`src/tpw_map.svh`:
```
// Register offsets, field positions, reset values and timing counts of the PWM timer.
// Assumes a 12-bit APB byte address and 32-bit data; included by every design file except the package.
`ifndef TPW_MAP_SVH
`define TPW_MAP_SVH

// ============================================================
// Register byte offsets
`define TPW_ADDR_MODE 12'h000
`define TPW_ADDR_CYCLE 12'h004
`define TPW_ADDR_DUTY 12'h008
`define TPW_ADDR_COUNT 12'h00C
`define TPW_ADDR_STATUS 12'h010
`define TPW_ADDR_MASK 12'h014

// ============================================================
// Mode and status register fields
`define TPW_MODE_ENABLE 7
`define TPW_MODE_CKS_HI 6
`define TPW_MODE_CKS_LO 4
`define TPW_MODE_OPM_HI 3
`define TPW_MODE_OPM_LO 2
`define TPW_MODE_OLEV 1
`define TPW_MODE_OEN 0
`define TPW_STATUS_MATCH 0

// ============================================================
// Reset values
`define TPW_MODE_RESET 8'h00
`define TPW_CMP_RESET 8'h00
`define TPW_MASK_RESET 1'b0

// ============================================================
// Timing counts
`define TPW_DUTY_SYNC_TICKS 2'h3
`define TPW_LOW_SPEED_DIV_LOG2 7

`endif

```
`src/tpw_pkg.sv`:
```
// Types and mode decoding of the PWM timer.
// Assumes nothing beyond the register map header.
package tpw_pkg;

    // ============================================================
    // Types
    typedef enum logic {
        TPW_SEL_CYCLE = 1'b0,
        TPW_SEL_DUTY = 1'b1
    } tpw_cmp_sel_type;

    typedef enum logic [1:0] {
        TPW_OPM_INTERVAL = 2'b00,
        TPW_OPM_BAD1 = 2'b01,
        TPW_OPM_PWM = 2'b10,
        TPW_OPM_BAD3 = 2'b11
    } tpw_op_mode_type;

    typedef enum logic [2:0] {
        TPW_CKS_DIV1 = 3'b000,
        TPW_CKS_DIV4 = 3'b001,
        TPW_CKS_DIV16 = 3'b010,
        TPW_CKS_DIV64 = 3'b011,
        TPW_CKS_DIV4096 = 3'b100,
        TPW_CKS_LOW_SPEED = 3'b101,
        TPW_CKS_BAD6 = 3'b110,
        TPW_CKS_BAD7 = 3'b111
    } tpw_cks_type;

    // ============================================================
    // Decoding
    // True for the two operating modes that may run.
    function automatic logic tpw_mode_legal(input logic [1:0] opm);
        return (opm == TPW_OPM_INTERVAL) || (opm == TPW_OPM_PWM);
    endfunction : tpw_mode_legal

    // True for the count clock codes that may run.
    function automatic logic tpw_cks_legal(input logic [2:0] cks);
        return cks <= TPW_CKS_LOW_SPEED;
    endfunction : tpw_cks_legal

endpackage : tpw_pkg

```
`src/tpw_prescaler.sv`:
```
// Count clock prescaler: one-cycle count ticks from the peripheral clock or a low-speed tick.
// Assumes low_speed_tick is a one-cycle pulse synchronous to clk.
`include "tpw_map.svh"

module tpw_prescaler
    import tpw_pkg::*;
(
    input wire logic clk,
    input wire logic rst_b,
    input wire logic run,
    input wire logic [2:0] count_clock_select,
    input wire logic low_speed_tick,
    output logic count_tick
);

    logic [11:0] div_count;
    logic [11:0] next_div_count;
    logic [`TPW_LOW_SPEED_DIV_LOG2-1:0] slow_count;
    logic [`TPW_LOW_SPEED_DIV_LOG2-1:0] next_slow_count;
    logic next_count_tick;

    // ============================================================
    // Tap selection
    always_comb begin
        next_div_count = run ? div_count + 12'h001 : 12'h000;
        next_slow_count = slow_count;
        if (!run) begin
            next_slow_count = '0;
        end else if (low_speed_tick) begin
            next_slow_count = slow_count + 1'b1;
        end
        next_count_tick = 1'b0;
        if (run && tpw_cks_legal(count_clock_select)) begin
            unique case (count_clock_select)
                TPW_CKS_DIV1: next_count_tick = 1'b1;
                TPW_CKS_DIV4: next_count_tick = &div_count[1:0];
                TPW_CKS_DIV16: next_count_tick = &div_count[3:0];
                TPW_CKS_DIV64: next_count_tick = &div_count[5:0];
                TPW_CKS_DIV4096: next_count_tick = &div_count;
                TPW_CKS_LOW_SPEED: next_count_tick = low_speed_tick && (&slow_count);
                default: next_count_tick = 1'b0;
            endcase
        end
    end

    always_ff @(posedge clk or negedge rst_b) begin
        if (!rst_b) begin
            div_count <= 12'h000;
            slow_count <= '0;
            count_tick <= 1'b0;
        end else begin
            div_count <= next_div_count;
            slow_count <= next_slow_count;
            count_tick <= next_count_tick;
        end
    end

endmodule : tpw_prescaler

```
`src/tpw_duty_sync.sv`:
```
// Duty compare buffer: holds a written duty value and moves it to the active compare value.
// Assumes duty_match is raised only on a count tick in which a duty compare matched.
`include "tpw_map.svh"

module tpw_duty_sync (
    input wire logic clk,
    input wire logic rst_b,
    input wire logic write_strobe,
    input wire logic [7:0] write_data,
    input wire logic running,
    input wire logic count_tick,
    input wire logic duty_match,
    output logic [7:0] duty_latched,
    output logic [7:0] duty_active
);

    logic pending;
    logic [1:0] age;
    logic next_pending;
    logic [1:0] next_age;
    logic [7:0] next_duty_latched;
    logic [7:0] next_duty_active;

    // ============================================================
    // Transfer control
    always_comb begin
        next_pending = pending;
        next_age = age;
        next_duty_latched = duty_latched;
        next_duty_active = duty_active;
        if (write_strobe) begin
            // A write counts ticks from zero whatever the prescaler phase is.
            next_duty_latched = write_data;
            next_age = 2'h0;
            next_pending = running;
            if (!running) begin
                next_duty_active = write_data;
            end
        end else begin
            if (running && count_tick && age != `TPW_DUTY_SYNC_TICKS) begin
                next_age = age + 2'h1;
            end
            // A match too soon after the write keeps the old value for that match.
            if (duty_match && pending && age == `TPW_DUTY_SYNC_TICKS) begin
                next_duty_active = duty_latched;
                next_pending = 1'b0;
            end
        end
    end

    always_ff @(posedge clk or negedge rst_b) begin
        if (!rst_b) begin
            pending <= 1'b0;
            age <= 2'h0;
            duty_latched <= `TPW_CMP_RESET;
            duty_active <= `TPW_CMP_RESET;
        end else begin
            pending <= next_pending;
            age <= next_age;
            duty_latched <= next_duty_latched;
            duty_active <= next_duty_active;
        end
    end

endmodule : tpw_duty_sync

```
`src/tpw_timer.sv`:
```
// Top of the 8-bit PWM timer: APB registers, counter, compare sequencing, output and interrupt.
// Assumes an APB master on clk and a one-cycle low-speed tick synchronous to clk.
`include "tpw_map.svh"

// Notes on behaviour
// - After counting is enabled the first compare is made against the cycle compare value.
// - A cycle match clears the count, pulses the interrupt; in PWM mode sets the pin active, picks duty, in interval mode toggles the pin.
// - A duty match sets the pin inactive and picks cycle, without clear or interrupt.
// - Cycle value N and duty value M give a period of N+1 and a width of M+1 count clocks.
// - A duty write while counting is latched and made active at the next old-value match.
// - The move needs three or more count clocks after the write, else the old value is kept.
// - A duty write is accepted at any moment and aligned to the count clock internally.
// - Enabling the count masks the first count clock and the pin stays at its inactive level.
// - Clearing the enable bit forces the match interrupt and the output inactive.
// - Clearing the enable bit stops counting and resets the counter to zero.
module tpw_timer
    import tpw_pkg::*;
(
    input wire logic clk,
    input wire logic rst_b,
    input wire logic psel,
    input wire logic penable,
    input wire logic pwrite,
    input wire logic [11:0] paddr,
    input wire logic [31:0] pwdata,
    input wire logic low_speed_tick,
    output logic [31:0] prdata,
    output logic pready,
    output logic pslverr,
    output logic timer_output_pin,
    output logic match_interrupt,
    output logic irq
);

    logic [7:0] timer_mode_reg;
    logic [7:0] cycle_compare;
    logic [7:0] counter;
    logic match_status;
    logic match_mask;
    logic first_masked;
    logic pwm_active;
    tpw_cmp_sel_type cmp_sel;

    logic [7:0] next_timer_mode_reg;
    logic [7:0] next_cycle_compare;
    logic [7:0] next_counter;
    logic next_match_status;
    logic next_match_mask;
    logic next_first_masked;
    logic next_pwm_active;
    tpw_cmp_sel_type next_cmp_sel;
    logic [31:0] next_prdata;
    logic next_pslverr;
    logic next_timer_output_pin;
    logic next_match_interrupt;
    logic next_irq;

    logic count_enable_bit;
    logic output_level_bit;
    logic output_enable_bit;
    logic [1:0] op_mode;
    logic [2:0] count_clock_select;
    logic running;
    logic count_tick;
    logic cycle_match;
    logic duty_match;
    logic bus_write;
    logic bus_setup;
    logic duty_write;
    logic [7:0] duty_latched;
    logic [7:0] duty_active;

    // ============================================================
    // Field decode
    assign count_enable_bit = timer_mode_reg[`TPW_MODE_ENABLE];
    assign count_clock_select = timer_mode_reg[`TPW_MODE_CKS_HI:`TPW_MODE_CKS_LO];
    assign op_mode = timer_mode_reg[`TPW_MODE_OPM_HI:`TPW_MODE_OPM_LO];
    assign output_level_bit = timer_mode_reg[`TPW_MODE_OLEV];
    assign output_enable_bit = timer_mode_reg[`TPW_MODE_OEN];
    assign running = count_enable_bit && tpw_mode_legal(op_mode);
    assign bus_setup = psel && !penable;
    assign bus_write = psel && penable && pwrite;
    assign duty_write = bus_write && (paddr == `TPW_ADDR_DUTY);

    // ============================================================
    // Submodules
    tpw_prescaler u_prescaler (
        .clk(clk),
        .rst_b(rst_b),
        .run(running),
        .count_clock_select(count_clock_select),
        .low_speed_tick(low_speed_tick),
        .count_tick(count_tick)
    );

    tpw_duty_sync u_duty_sync (
        .clk(clk),
        .rst_b(rst_b),
        .write_strobe(duty_write),
        .write_data(pwdata[7:0]),
        .running(running),
        .count_tick(count_tick),
        .duty_match(duty_match),
        .duty_latched(duty_latched),
        .duty_active(duty_active)
    );

    // ============================================================
    // Compare sequencing
    // The interval mode never looks at the duty compare value.
    assign cycle_match = running && count_tick && !first_masked
        && (cmp_sel == TPW_SEL_CYCLE) && (counter == cycle_compare);
    assign duty_match = running && count_tick && !first_masked
        && (op_mode == TPW_OPM_PWM) && (cmp_sel == TPW_SEL_DUTY)
        && (counter == duty_active);

    always_comb begin
        next_counter = counter;
        next_first_masked = first_masked;
        next_pwm_active = pwm_active;
        next_cmp_sel = cmp_sel;
        next_match_interrupt = 1'b0;
        if (!running) begin
            next_counter = 8'h00;
            next_first_masked = 1'b1;
            next_pwm_active = 1'b0;
            next_cmp_sel = TPW_SEL_CYCLE;
        end else if (count_tick) begin
            if (first_masked) begin
                next_first_masked = 1'b0;
            end else if (cycle_match) begin
                next_counter = 8'h00;
                next_match_interrupt = 1'b1;
                if (op_mode == TPW_OPM_PWM) begin
                    next_pwm_active = 1'b1;
                    next_cmp_sel = TPW_SEL_DUTY;
                end else begin
                    next_pwm_active = !pwm_active;
                end
            end else if (duty_match) begin
                next_pwm_active = 1'b0;
                next_cmp_sel = TPW_SEL_CYCLE;
                next_counter = counter + 8'h01;
            end else begin
                next_counter = counter + 8'h01;
            end
        end
        // The pin rests at the level bit whenever the pulse is inactive or the output is off.
        next_timer_output_pin = output_level_bit
            ^ (output_enable_bit && next_pwm_active);
    end

    always_ff @(posedge clk or negedge rst_b) begin
        if (!rst_b) begin
            counter <= 8'h00;
            first_masked <= 1'b1;
            pwm_active <= 1'b0;
            cmp_sel <= TPW_SEL_CYCLE;
            match_interrupt <= 1'b0;
            timer_output_pin <= 1'b0;
        end else begin
            counter <= next_counter;
            first_masked <= next_first_masked;
            pwm_active <= next_pwm_active;
            cmp_sel <= next_cmp_sel;
            match_interrupt <= next_match_interrupt;
            timer_output_pin <= next_timer_output_pin;
        end
    end

    // ============================================================
    // Register file and interrupt
    always_comb begin
        next_timer_mode_reg = timer_mode_reg;
        next_cycle_compare = cycle_compare;
        next_match_mask = match_mask;
        next_match_status = match_status;
        next_prdata = prdata;
        next_pslverr = pslverr;
        if (bus_write) begin
            unique case (paddr)
                `TPW_ADDR_MODE: next_timer_mode_reg = pwdata[7:0];
                `TPW_ADDR_CYCLE: next_cycle_compare = pwdata[7:0];
                `TPW_ADDR_MASK: next_match_mask = pwdata[`TPW_STATUS_MATCH];
                `TPW_ADDR_STATUS: begin
                    if (pwdata[`TPW_STATUS_MATCH]) begin
                        next_match_status = 1'b0;
                    end
                end
                default: next_match_status = match_status;
            endcase
        end
        // A match in the clearing cycle keeps the status bit set.
        if (cycle_match) begin
            next_match_status = 1'b1;
        end
        if (bus_setup) begin
            next_pslverr = 1'b0;
            unique case (paddr)
                `TPW_ADDR_MODE: next_prdata = {24'h00_0000, timer_mode_reg};
                `TPW_ADDR_CYCLE: next_prdata = {24'h00_0000, cycle_compare};
                `TPW_ADDR_DUTY: next_prdata = {24'h00_0000, duty_latched};
                `TPW_ADDR_COUNT: next_prdata = {24'h00_0000, counter};
                `TPW_ADDR_STATUS: next_prdata = {31'h0000_0000, match_status};
                `TPW_ADDR_MASK: next_prdata = {31'h0000_0000, match_mask};
                default: begin
                    next_prdata = 32'h0000_0000;
                    next_pslverr = 1'b1;
                end
            endcase
        end
        next_irq = next_match_status && next_match_mask;
    end

    always_ff @(posedge clk or negedge rst_b) begin
        if (!rst_b) begin
            timer_mode_reg <= `TPW_MODE_RESET;
            cycle_compare <= `TPW_CMP_RESET;
            match_mask <= `TPW_MASK_RESET;
            match_status <= 1'b0;
            prdata <= 32'h0000_0000;
            pslverr <= 1'b0;
            pready <= 1'b0;
            irq <= 1'b0;
        end else begin
            timer_mode_reg <= next_timer_mode_reg;
            cycle_compare <= next_cycle_compare;
            match_mask <= next_match_mask;
            match_status <= next_match_status;
            prdata <= next_prdata;
            pslverr <= next_pslverr;
            pready <= 1'b1;
            irq <= next_irq;
        end
    end

endmodule : tpw_timer

```
`config.mk`:
```
export PLATFORM = sky130hd
export DESIGN_NAME = tpw_timer
export DESIGN_NICKNAME = d
export VERILOG_FILES = /design/src/tpw_pkg.sv /design/src/tpw_prescaler.sv /design/src/tpw_duty_sync.sv /design/src/tpw_timer.sv
export VERILOG_INCLUDE_DIRS = /design/src
export SDC_FILE = /design/constraint.sdc
export NUM_CORES = 1
export LEC_CHECK = 0
export ABC_AREA = 1
export BUFFER_PORTS_ARGS = -buffer_cell sky130_fd_sc_hd__buf_4
export CORE_ASPECT_RATIO = 0.9
export CORE_MARGIN = 2
export CORE_UTILIZATION = 50
export CTS_BUF_LIST = sky130_fd_sc_hd__clkbuf_8
export DETAILED_ROUTE_END_ITERATION = 6
export PLACE_DENSITY = 0.76
export SETUP_SLACK_MARGIN = 0.5
export SLEW_MARGIN = 20
export SYNTH_ARGS = -nofsm -noshare
export SYNTH_HDL_FRONTEND = slang
export SYNTH_SLANG_ARGS = --single-unit
export TNS_END_PERCENT = 10
```
`constraint.sdc`:
```
create_clock -name clk -period 1.4 [get_ports clk]
set_input_delay 0.42 -clock clk [delete_from_list [all_inputs] [get_ports clk]]
set_output_delay 0.42 -clock clk [all_outputs]
set_load 0.005 [all_outputs]
```
==> reports/qor.yml <==
status: "finished, violations left"
violations: "negative hold slack, negative setup slack"
postSynthCellCount: 571
initial_core_util_pct: 51.4
finalWorstSetupSlack_ps: -238
r2r_end: "u_duty_sync.duty_active[6]"
synth.avg_cell_area_um2: 7.68
final_nets: 766
grt_antenna_before_repair: 0
numPortBuffers: 38
fp.dieH_um: 92.8
period_minus_slack_ps: 1640
synth_top_area_share_pct: 45.7
route.vias.total: 4396
gp_congestion: 0.945
p_leak_nw: 3.05
remaining_drc_errors: 0
cts_buffers: 9
rsz0062_at_grt: "true"
drive_above_1_share_pct: 36.3
ys_top_cells_by_area: "dfrtp_1 46%, nand2_1 13%, inv_1 6.6%"
arrival_ps: 1930
power_density_mw_per_mm2: 742
fin_crit_sh_pct: 117
dr.pass1.iters: 5
rows: 32
cp_slowest_cell: "dfrtp_1"
cts_sinks: 81
io_pins: 87
netlist_area_mm2: 0.00438
cts_root_buffer: "clkbuf_8"
max_freq_mhz: 610
yosys.area.top_type: "dfrtp_1"
wl_per_cell_um: 15.2
cp.required_ps: 1690
crit_start: "timer_mode_reg[2]"
insertion_delay_ps: 350
clk_pin_slew_ps: 80
num-fill-cells: 617
area_growth_pct: 40.8
grt_pass1_wl_um: 19400
reg2reg_from: "timer_mode_reg[2]"
met2_usage_pct: 43.7
cp_slowest_stage_delay_ps: 430
placed_cells: 802
grtUsageMet3_pct: 4.45
grtUsageTotal_pct: 26.4
hp-class: "primary input to asynchronous set/reset pin"
grt.overflow.total: 0
critPathKind: "register to register"
grt-busiest-layer: "met2"
power_mw: 4.58
path_cells: "inv_2, nand2_4, nor2_4, nand2_1, nor2_1, nand4_1, nand2_2, buf_6, nand3_1, nand2_2"
coreArea_mm2: 0.00853
crit_path_start_kind: "register"
met1_usage_pct: 33.8
skew_ps: 10.0
cts_tree: "done"
dp_hpwl_um: 8650
final_cell_mix: "121 x nand2_1, 111 x buf_4, 77 x dfrtp_1"
peakVddDrop_v: 0.000450
regArea_mm2: 0.00203
ff2ff_path_depth: 10
multiInputGateArea_mm2: 0.00230
path_common_cell: "nand2_2"
die_area_mm2: 0.00953
path_delay_family: "simple AND/OR/NAND/NOR gates"
r2r_slack_ps: -240
largest_register_ffs: 12
stdcell_count: 836
maxSlewViolCount: 0
yosys_warnings: 0
place_ws_ps: -369
antennaDiodeCount: 0
drv_cap: 0
ys_ff_latch: 81
holdWs_ps: -36.1
final_common_cell: "nand2_1"
synth_seq_area_share_pct: 46.3
crit_cells: 10
htreeDepth: 3
ant_nets: 0
crit_path_end_kind: "register"
die_w_um: 103
drtIter0Drc: 336
yosysUniqueCellTypes: 36
wirelength_um: 12700
cts.path.max_buffers: 2
regMostFlops: "u_prescaler.div_count"
grt_start_max_net_pins: 33
setup_viol: 29
vias_per_cell: 5.26
hold_viol: 21
grt_pass1_vias: 4299
critPathBufInv: 2
crit_path_max_fanout: 6
[repair_timing]
| item | CTS | global route |
|---|---|---|
| endpoints found under the setup margin | 93 | 93 |
| pin swaps | 28 | 30 |
| hold endpoints to repair | 21 | 21 |
| buffers inserted | 10 | 8 |
| gates resized for setup | 81 | 61 |
[per-layer routing]
metal	vias up	wire length [µm]	part of all wire, %
met2	177	6240	49
met5	-	0	0
met1	2105	5360	42
met3	30	806	6.3
li1	2084	-	-
met4	0	300	2.4
[cell usage after synthesis, drive strengths merged]
| cell type | count |
|---|---|
| nand2 | 156 |
| dfstp | 1 |
| a31oi | 1 |
| nor3b | 2 |
| xnor2 | 1 |
| clkbuf | 2 |
| dfrtp | 80 |
| nor3 | 10 |
| mux2 | 1 |
| nand3b | 3 |
| o21ai | 55 |
| nand4 | 10 |
| a21oi | 14 |
| nor2 | 54 |
| buf | 29 |
| nand3 | 42 |
| a211oi | 1 |
| inv | 78 |
| o22ai | 13 |
| o311ai | 1 |
| conb | 2 |
| xor2 | 6 |
| nor4 | 3 |
| ha | 4 |
| o211ai | 2 |
[cells by family after synthesis]
family                     share of synthesized area [%]
and+or+nand+nor                                     28.1
DFF                                                 46.3
other                                              0.171
buffers and inverters                               12.0
muxes                                              0.257
AOI/OAI and AO/OA                                   10.7
adders and majority gates                           1.14
xor gates and xnor gates                            1.40
[power by group]
group / total, mW / switching, mW / leakage, nW / internal, mW
clock network: 1.99 / 0.877 / 0.117 / 1.11
logic: 0.241 / 0.143 / 1.83 / 0.0981
registers: 2.35 / 0.00502 / 1.10 / 2.34
total: 4.58 / 1.02 / 3.05 / 3.56
[cell type report]
class | instances | area share, %
tap | 119 | 2.41
multi-input combinational | 404 | 37.2
inverter | 78 | 4.78
clock inverter | 5 | 1.38
clock buffer | 11 | 2.45
sequential | 81 | 32.9
timing repair buffer | 138 | 18.8
[how the worst max path moves through the flow]
stage                                       endpoint  slack (ps)
after floorplan           u_duty_sync.duty_active[0]         -60
after global placement                     prdata[3]        -330
after detailed placement                   prdata[5]        -370
after CTS                 u_duty_sync.duty_active[0]        -150
after global routing                      counter[6]        -320
final                     u_duty_sync.duty_active[6]        -240
[through the flow]
stage / cell area [µm²] / TNS (ps) / utilization [%]
floorplan: 4510 / -977 / -
global placement: 5370 / -13250 / 62.9
detailed placement: 5370 / -16000 / 62.9
CTS: 5890 / -2600 / 69.1
global route: 6170 / -6610 / 72.4
finish: 6170 / -4910 / 72.4
Note: power is estimated with default switching activity, not from simulation.
